## config.mk

```make
export PLATFORM = sky130hd
export DESIGN_NAME = startup_timing_fault_config
export DESIGN_NICKNAME = d
export VERILOG_FILES = /design/src/design/startup_timing_pkg.sv /design/src/design/startup_timing_fault_config.sv
export SDC_FILE = /design/constraint.sdc
export NUM_CORES = 1
export LEC_CHECK = 0
export BUFFER_PORTS_ARGS = -buffer_cell sky130_fd_sc_hd__buf_2
export CORE_ASPECT_RATIO = 0.5
export CORE_MARGIN = 1.5
export CORE_UTILIZATION = 60
export DETAILED_ROUTE_END_ITERATION = 16
export GPL_TIMING_DRIVEN = 0
export PLACE_DENSITY_LB_ADDON = 0.15
export SYNTH_ARGS = -nofsm -noshare
export SYNTH_HDL_FRONTEND = slang
export SYNTH_SLANG_ARGS = --single-unit
```

## constraint.sdc

```tcl
create_clock -name clk_sys -period 7.1 [get_ports clk_sys]
set_input_delay 0.355 -clock clk_sys [delete_from_list [all_inputs] [get_ports clk_sys]]
set_output_delay 0.355 -clock clk_sys [all_outputs]
set_load 0.03 [all_outputs]
```

## src/design/startup_timing_pkg.sv

```systemverilog
// Purpose: shared constants for the start-up timing and fault configuration block
// Assumes: 10 MHz system clock, command codes presented by an upstream bus engine
// Notes: all times are in milliseconds, linear format with exponent fixed at zero
package startup_timing_pkg;
	// command codes
	localparam logic [7:0] CMD_RISE_TIME = 8'h61;
	localparam logic [7:0] CMD_TIMEOUT_LIMIT = 8'h62;
	localparam logic [7:0] CMD_TIMEOUT_ACTION = 8'h63;
	localparam logic [7:0] CMD_TURN_OFF_DELAY = 8'h64;
	// field layout
	localparam int MANT_W = 7;
	localparam int ACT_SHUT_BIT = 7;
	localparam int ACT_RETRY_LSB = 3;
	localparam int ACT_NV_BIT = 5;
	// reset values and fixed field codes
	localparam logic [6:0] RISE_RST = 7'h05;
	localparam logic [6:0] LIMIT_RST = 7'h64;
	localparam logic [6:0] OFFDLY_RST = 7'h00;
	localparam logic RESP_SHUT_RST = 1'h1;
	localparam logic [2:0] RETRY_RST = 3'h7;
	localparam logic [2:0] RESTART_FIELD = 3'h7;
	localparam logic [2:0] RETRY_NONE = 3'h0;
	localparam logic [2:0] RETRY_ALWAYS = 3'h7;
	localparam logic [7:0] RESTART_PERIODS = 8'h07;
	// timing
	localparam int CLK_HZ = 10_000_000;
	localparam int TICK_US = 1000;
	localparam int TICK_CYC = (CLK_HZ / 1_000_000) * TICK_US;
	// controller states
	typedef enum logic [2:0] {ST_OFF, ST_RAMP, ST_ON, ST_OFF_WAIT, ST_RESTART, ST_LATCHED} seq_t;
endpackage : startup_timing_pkg

```

## src/design/startup_timing_fault_config.sv

```systemverilog
// Purpose: rise time, start-up timeout and turn-off delay control with command registers
// Assumes: a bus engine delivers decoded command writes, reads and store/restore strobes
// Notes: times are counted on a 1 ms tick derived from clk_sys
// Behaviour
// - exponent fixed zero, one millisecond per step
// - rise mantissa seven bits, reset five ms
// - rise mantissa rounds to fifteen bucket times
// - timeout timer starts at ramp, faults
// - nonzero limit below rise rejected, flagged
// - zero limit disables timer and check
// - limit mantissa seven bits, reset 100
// - restore defaults returns limit to 100
// - limit quantised same buckets, zero unlimited
// - timeout sets other, voltage summary, timeout flags
// - response low three bits read ones
// - default response shuts down, restarts later
// - select zero ignores, one shuts down
// - retry none latches off, all repeats
// - retry other than 000/111 rejected
// - only retry bit five kept stored
// - store defaults saves response select bit and retry bit five
// - turn-off delay waits before fall
// - rise zero acts as one ms
// - turn-off delay sixteen bucket times
`timescale 1ns/1ps
module startup_timing_fault_config
	import startup_timing_pkg::*;
#(
	parameter int TICK_CYCLES = startup_timing_pkg::TICK_CYC
) (
	// clock and reset
	input wire logic clk_sys,
	input wire logic sys_rst,
	// command access
	input wire logic cmd_wr,
	input wire logic [7:0] cmd_code,
	input wire logic [15:0] cmd_wdata,
	output logic [15:0] cmd_rdata,
	input wire logic store_all,
	input wire logic restore_all,
	// nonvolatile copy of the response field
	output logic [1:0] nv_action,
	input wire logic [1:0] nv_action_in,
	// status interface
	output logic cml_flag,
	output logic invalid_data_flag,
	output logic other_fault_flag,
	output logic output_voltage_summary_flag,
	output logic startup_timeout_flag,
	input wire logic clear_faults,
	output logic smbalert,
	// power stage
	input wire logic start_cmd,
	input wire logic uv_reached,
	input wire logic other_shutdown,
	output logic ramp_active,
	output logic output_enable
);
	import startup_timing_pkg::*;

	initial begin
		if (TICK_CYCLES < 2 || TICK_CYCLES > 65535) $error("tick cycles out of range");
	end

	// quantise a programmed mantissa to the supported millisecond buckets
	function automatic logic [6:0] bucket(input logic [6:0] m);
		if (m <= 7'd6) bucket = m;
		else if (m <= 7'd9) bucket = 7'd7;
		else if (m <= 7'd12) bucket = 7'd10;
		else if (m <= 7'd17) bucket = 7'd14;
		else if (m <= 7'd22) bucket = 7'd19;
		else if (m <= 7'd32) bucket = 7'd27;
		else if (m <= 7'd44) bucket = 7'd37;
		else if (m <= 7'd62) bucket = 7'd52;
		else if (m <= 7'd86) bucket = 7'd72;
		else bucket = 7'd100;
	endfunction : bucket

	// whole state of the block in one record
	typedef struct packed {
		logic [15:0] tick_cnt;   // divider toward the 1 ms tick
		logic [6:0] rise;        // rise-time mantissa
		logic [6:0] limit;       // timeout limit mantissa
		logic [6:0] offdly;      // turn-off delay mantissa
		logic resp_shut;         // respond shutdown select
		logic [2:0] retry;       // retry select
		logic [9:0] ms_cnt;      // elapsed ms in the current interval
		logic [9:0] to_cnt;      // elapsed ms since ramp began
		seq_t st;                // sequencer state
		logic cml;
		logic ivd;
		logic oth;
		logic vsum;
		logic tmo;
		logic ignored;           // timeout already reported while ignoring
		logic [1:0] nv;          // nonvolatile image
	} state_t;

	state_t s_reg, s_next;
	logic tick;
	logic [6:0] rise_eff;
	logic [6:0] limit_eff;
	logic [9:0] restart_ms;
	logic timeout_hit;
	logic [6:0] wm;

	// a tick pulses once every TICK_CYCLES edges
	assign tick = (s_reg.tick_cnt == 16'(TICK_CYCLES - 1));
	assign rise_eff = (s_reg.rise == 7'h00) ? 7'd1 : bucket(s_reg.rise);
	assign limit_eff = bucket(s_reg.limit);
	assign restart_ms = 10'(RESTART_PERIODS) * 10'(rise_eff);
	assign wm = cmd_wdata[6:0];
	// zero limit leaves the timer idle forever
	assign timeout_hit = (s_reg.st == ST_RAMP) && !uv_reached && (limit_eff != 7'h00)
		&& (s_reg.to_cnt >= 10'(limit_eff));

	// next-state logic
	always_comb begin
		s_next = s_reg;
		s_next.tick_cnt = tick ? 16'h0000 : s_reg.tick_cnt + 16'h0001;
		// clears are applied first so that a set in the same cycle wins
		// and a fault that lands on the clear strobe is never lost
		if (clear_faults) begin
			s_next.cml = 1'b0;
			s_next.ivd = 1'b0;
			s_next.oth = 1'b0;
			s_next.vsum = 1'b0;
			s_next.tmo = 1'b0;
		end
		// writes; upper mantissa and exponent bits are never stored
		if (cmd_wr) begin
			unique case (cmd_code)
				CMD_RISE_TIME: begin
					s_next.rise = wm;
				end
				CMD_TIMEOUT_LIMIT: begin
					// nonzero limit shorter than rise time is refused
					if (wm != 7'h00 && bucket(wm) < rise_eff) begin
						s_next.cml = 1'b1;
						s_next.ivd = 1'b1;
					end else begin
						s_next.limit = wm;
					end
				end
				CMD_TIMEOUT_ACTION: begin
					if (cmd_wdata[5:3] != RETRY_NONE && cmd_wdata[5:3] != RETRY_ALWAYS) begin
						s_next.cml = 1'b1;
						s_next.ivd = 1'b1;
					end else begin
						s_next.resp_shut = cmd_wdata[ACT_SHUT_BIT];
						s_next.retry = cmd_wdata[5:3];
					end
				end
				CMD_TURN_OFF_DELAY: begin
					s_next.offdly = wm;
				end
				default: begin
				end
			endcase
		end
		if (store_all) begin
			s_next.nv = {s_reg.resp_shut, s_reg.retry[2]};
		end
		if (restore_all) begin
			s_next.limit = LIMIT_RST;
			s_next.resp_shut = s_reg.nv[1];
			s_next.retry = {3{s_reg.nv[0]}};
		end
		// sequencer; timer and flag sets come after clears so they win
		if (tick) begin
			s_next.ms_cnt = s_reg.ms_cnt + 10'h001;
			s_next.to_cnt = s_reg.to_cnt + 10'h001;
		end
		unique case (s_reg.st)
			ST_OFF: begin
				s_next.ms_cnt = 10'h000;
				s_next.to_cnt = 10'h000;
				s_next.ignored = 1'b0;
				if (start_cmd) s_next.st = ST_RAMP;
			end
			ST_RAMP: begin
				if (s_reg.ms_cnt >= 10'(rise_eff) && uv_reached) s_next.st = ST_ON;
				if (timeout_hit && !s_reg.ignored) begin
					s_next.oth = 1'b1;
					s_next.vsum = 1'b1;
					s_next.tmo = 1'b1;
					s_next.ignored = 1'b1;
					s_next.ms_cnt = 10'h000;
					if (s_reg.resp_shut) begin
						// shutdown path follows the retry setting
						s_next.st = (s_reg.retry == RETRY_NONE) ? ST_LATCHED : ST_RESTART;
					end
				end
			end
			ST_ON: begin
				s_next.ms_cnt = 10'h000;
				if (!start_cmd) s_next.st = ST_OFF_WAIT;
			end
			ST_OFF_WAIT: begin
				// output stays up for the quantised turn-off delay
				if (s_reg.ms_cnt >= 10'(bucket(s_reg.offdly))) s_next.st = ST_OFF;
			end
			ST_RESTART: begin
				s_next.to_cnt = 10'h000;
				if (s_reg.ms_cnt >= restart_ms) begin
					s_next.st = ST_RAMP;
					s_next.ms_cnt = 10'h000;
					s_next.ignored = 1'b0;
				end
			end
			ST_LATCHED: begin
				if (clear_faults) s_next.st = ST_OFF;
			end
		endcase
		// a command off or another fault ends any retry loop
		if ((!start_cmd && s_reg.st != ST_ON && s_reg.st != ST_OFF_WAIT) || other_shutdown) begin
			s_next.st = ST_OFF;
		end
	end

	// state register with synchronous reset
	always_ff @(posedge clk_sys) begin
		if (sys_rst) begin
			s_reg <= '{tick_cnt: 16'h0000, rise: RISE_RST, limit: LIMIT_RST, offdly: OFFDLY_RST,
				resp_shut: RESP_SHUT_RST, retry: RETRY_RST, ms_cnt: 10'h000, to_cnt: 10'h000,
				st: ST_OFF, cml: 1'b0, ivd: 1'b0, oth: 1'b0, vsum: 1'b0, tmo: 1'b0,
				ignored: 1'b0, nv: 2'h3};
		end else begin
			s_reg <= s_next;
		end
	end

	// read mux; exponent and upper mantissa bits read zero
	always_comb begin
		unique case (cmd_code)
			CMD_RISE_TIME: cmd_rdata = {9'h000, s_reg.rise};
			CMD_TIMEOUT_LIMIT: cmd_rdata = {9'h000, s_reg.limit};
			CMD_TIMEOUT_ACTION: cmd_rdata = {8'h00, s_reg.resp_shut, 1'b0, s_reg.retry,
				RESTART_FIELD};
			CMD_TURN_OFF_DELAY: cmd_rdata = {9'h000, s_reg.offdly};
			default: cmd_rdata = 16'h0000;
		endcase
	end

	// outputs
	assign nv_action = s_reg.nv;
	assign cml_flag = s_reg.cml;
	assign invalid_data_flag = s_reg.ivd;
	assign other_fault_flag = s_reg.oth;
	assign output_voltage_summary_flag = s_reg.vsum;
	assign startup_timeout_flag = s_reg.tmo;
	assign smbalert = s_reg.cml | s_reg.tmo;
	assign ramp_active = (s_reg.st == ST_RAMP);
	assign output_enable = (s_reg.st == ST_RAMP) || (s_reg.st == ST_ON) || (s_reg.st == ST_OFF_WAIT);
endmodule : startup_timing_fault_config

```

==> impl_metrics.yaml <==
floorplanning:
  chipHeight_um: 70.9
  pin_count: 61
  start_util_pct: 62.7
  core_region_area_um2: 8830
  dieArea_um2: 9850
  die-width_um: 139
  num_rows: 24
cells_and_area:
  multi_input_area_um2: 3750
  antenna_cells: 0
  mostFrequentLayoutCells: "nor2_1 (77), dfxtp_1 (72), nand2_1 (70), a21oi_1 (48), ha_1 (48)"
  largest_reg_flops: 65
  drive_gt1_share_pct: 10.6
  fillers: 737
  final_common_cell: "nor2_1"
  final_cell_count_no_fill: 891
  post-route-util_pct: 70.5
  regArea_um2: 1440
  stdcell_area_um2: 6230
  syn2layout_area_growth_pct: 12.4
  fin_nets: 859
pwr:
  p_seq_share_pct: 41.9
  p_per_area_nw_per_um2: 157
  p_leak_nw: 2.56
  peakVddDrop_v: 0.000109
  swShare_pct: 23.9
  finalPower_uw: 978
  internal_power_uw: 744
  clockPowerShare_pct: 50.1
  p_comb_share_pct: 8.1
  p_sw_uw: 234
setup_path:
  max_stage_delay_ps: 1030
  cp_max_fo: 10
  crit_type: "register to register"
  cp-start-kind: "register"
  crit_arrival_ps: 6460
  slowest_stage: "o311ai_1"
  critPathRequiredTime_ps: 7270
  path_cells: "clkbuf_1 > or3_1 > or3_1 > a21oi_1 > a211oi_1 > o21ai_0 > fa_1 > ha_1 > a21o_1 > a21oi_1 > o21bai_1 > a21oi_1 > nor2_1 > a211oi_1 > ha_1 > nand2_1 > and4b_1 > o2bb2ai_1 > o311ai_1 > nor2_1"
  cp-end-kind: "register"
  crit_top_cell: "a21oi_1"
flow_run:
  cap_violations: 0
timing:
  finalCriticalPeriod_ps: 6290
  min_period_over_period_pct: 88.6
  finalSetupViolCount: 0
  relSlewSlack_pct: 12.3
  setup-tns-final_ps: 0
  max_slew.worst_pin.slew_ps: 1300
  skew_ps: 5.16
  max_freq_mhz: 159
  rsz0062_at_grt: "no"
  hold_viol: 0
  slew_viol_final: 0
drt:
  top_layer_used: "met4"
  wl_met3_um: 1100
  vias: 5347
  drt_iter0_markers: 418
  drc: 0
  detail_route.wl_per_cell_um: 15.8
  post_drt_via_cell_ratio: 6.00
  final_antenna_net_count: 0
  first_pass_iters: 5
  wl_met1_um: 6760
  drt_wl_total_um: 14100
  met2_length_um: 6070
logic_synthesis:
  synthDistinctLibCells: 71
  synthFlopType: "dfxtp_1"
  synthCells: 712
  synth_area_um2: 5540
  synth-seq-cells: 72
  synth_edf_count: 0
  postSynthAreaPerCell_um2: 7.78
  ys_seq_area_share_pct: 26.0
  yosysWarnings: 0
  synthArstFlopShare_pct: 0
worst_hold_path:
  min_path_type: "input pin to register"
global_route:
  grt_start_max_net_pins: 14
  grt_use_total_pct: 29.8
  grt_pass1_vias: 4924
  grt_pass1_wl_um: 23500
  antenna_found_initial: 0
  grt-ovfl-total: 0
cts:
  cts.repair.resized: 0
  clk_pin_slew_worst_paths_ps: 60
  cts-hold-fix-buffers: 0
  clk_latency_ps: 340
  numCtsBuffers: 9
  post_cts_buffers: 0
  cts.sink_count: 72
  cts_tree: "done"
  root_buffer: "clkbuf_16"
  ctsHtreeMaxLevel: 3
  clk_path_buf_depth: 2
run_status:
  status: "finished clean"
placed_design:
  place.port_buffers: 39
  place_congestion: 0.919
  dpl.cell_count: 875
  dpl.hpwl_um: 10600
  dpl_cell_area_um2: 5910
==> final timing paths <==
check / startpoint / end / slack [ps] / depth (start not counted)
setup / recovery: s_reg[50]$_SDFFE_PP0P_ / s_reg[27]$_SDFF_PP0_ / 810 / 20
hold / removal: store_all / nv_action[1]$_SDFFE_PP1P_ / 290 / 3
setup reg to reg: s_reg[50]$_SDFFE_PP0P_ / s_reg[27]$_SDFF_PP0_ / 810 / 20
hold reg to reg: output_voltage_summary_flag$_SDFF_PP0_ / output_voltage_summary_flag$_SDFF_PP0_ / 460 / 2
==> power groups by stage <==
stage                     Clock, mW  Combinational [mW]  Sequential, mW
final                         0.490              0.0789           0.410
after global routing          0.511              0.0879           0.410
after CTS                     0.493              0.0781           0.410
after detailed placement          0              0.0774           0.418
after global placement            0              0.0761           0.418
after floorplan                   0              0.0547           0.418
==> synthesized netlist by cell type, drive strengths merged (8+ instances only) <==
master / count / area, um2
nor2: 77 / 289
dfxtp: 72 / 1440
nand2: 70 / 263
a21oi: 48 / 240
ha: 48 / 601
inv: 37 / 139
nand3: 37 / 185
clkbuf: 36 / 135
o21ai: 23 / 115
xor2: 23 / 201
buf: 15 / 101
nor3: 15 / 75.1
nand4: 13 / 96.3
xnor2: 13 / 114
nand2b: 12 / 75.1
a211oi: 11 / 82.6
mux2i: 11 / 110
a21o: 10 / 75.1
and3: 9 / 61.3
o211ai: 9 / 67.6
or3: 9 / 56.3
a31oi: 8 / 50.1
nor2b: 8 / 50.1
==> worst max-delay path, delay by kind of cell, from the launching register on <==
kind	cells	cell delay [ps]
flip-flops	1	290
AND/OR/NAND/NOR	6	1230
AO/OA/AOI/OAI	10	3380
buffers and inverters	1	190
adder cells (fa/ha/maj)	3	1030
==> stage by stage <==
stage               setup WS [ps]  hold WS [ps]
CTS                           784           279
floorplan                    1820           430
detailed placement            814           452
global placement              931           448
global route                  352           292
finish                        811           287
==> layout make-up <==
cell class                 count  share of cell area, %
buffer                        51                   3.80
multi-input combinational    559                   60.2
tap                          117                   2.35
clock buffer                  10                   3.68
inverter                      37                   2.23
clock inverter                 6                   1.47
timing repair buffer          39                   3.13
sequential                    72                   23.1
==> logic make-up (layout without fill, tap and decap cells) <==
group | count (synthesis) | count (layout) | share of synthesized area [%]
AO/OA/AOI/OAI | 161 | 161 | 19.4
XOR/XNOR | 36 | 36 | 5.69
adder cells (fa/ha/maj) | 55 | 55 | 13.4
buffers and inverters | 88 | 143 | 6.78
flip-flops | 72 | 72 | 26.0
multiplexers | 12 | 12 | 2.19
other | 1 | 8 | 0.0677
AND/OR/NAND/NOR | 287 | 287 | 26.5
==> metal layers <==
metal	GRT usage, %	vias up
met5	0	-
met4	8.33	0
met3	6.91	23
met2	45.6	182
met1	42.2	2505
li1	-	2637
No activity file was read; power rests on OpenSTA's default activity.
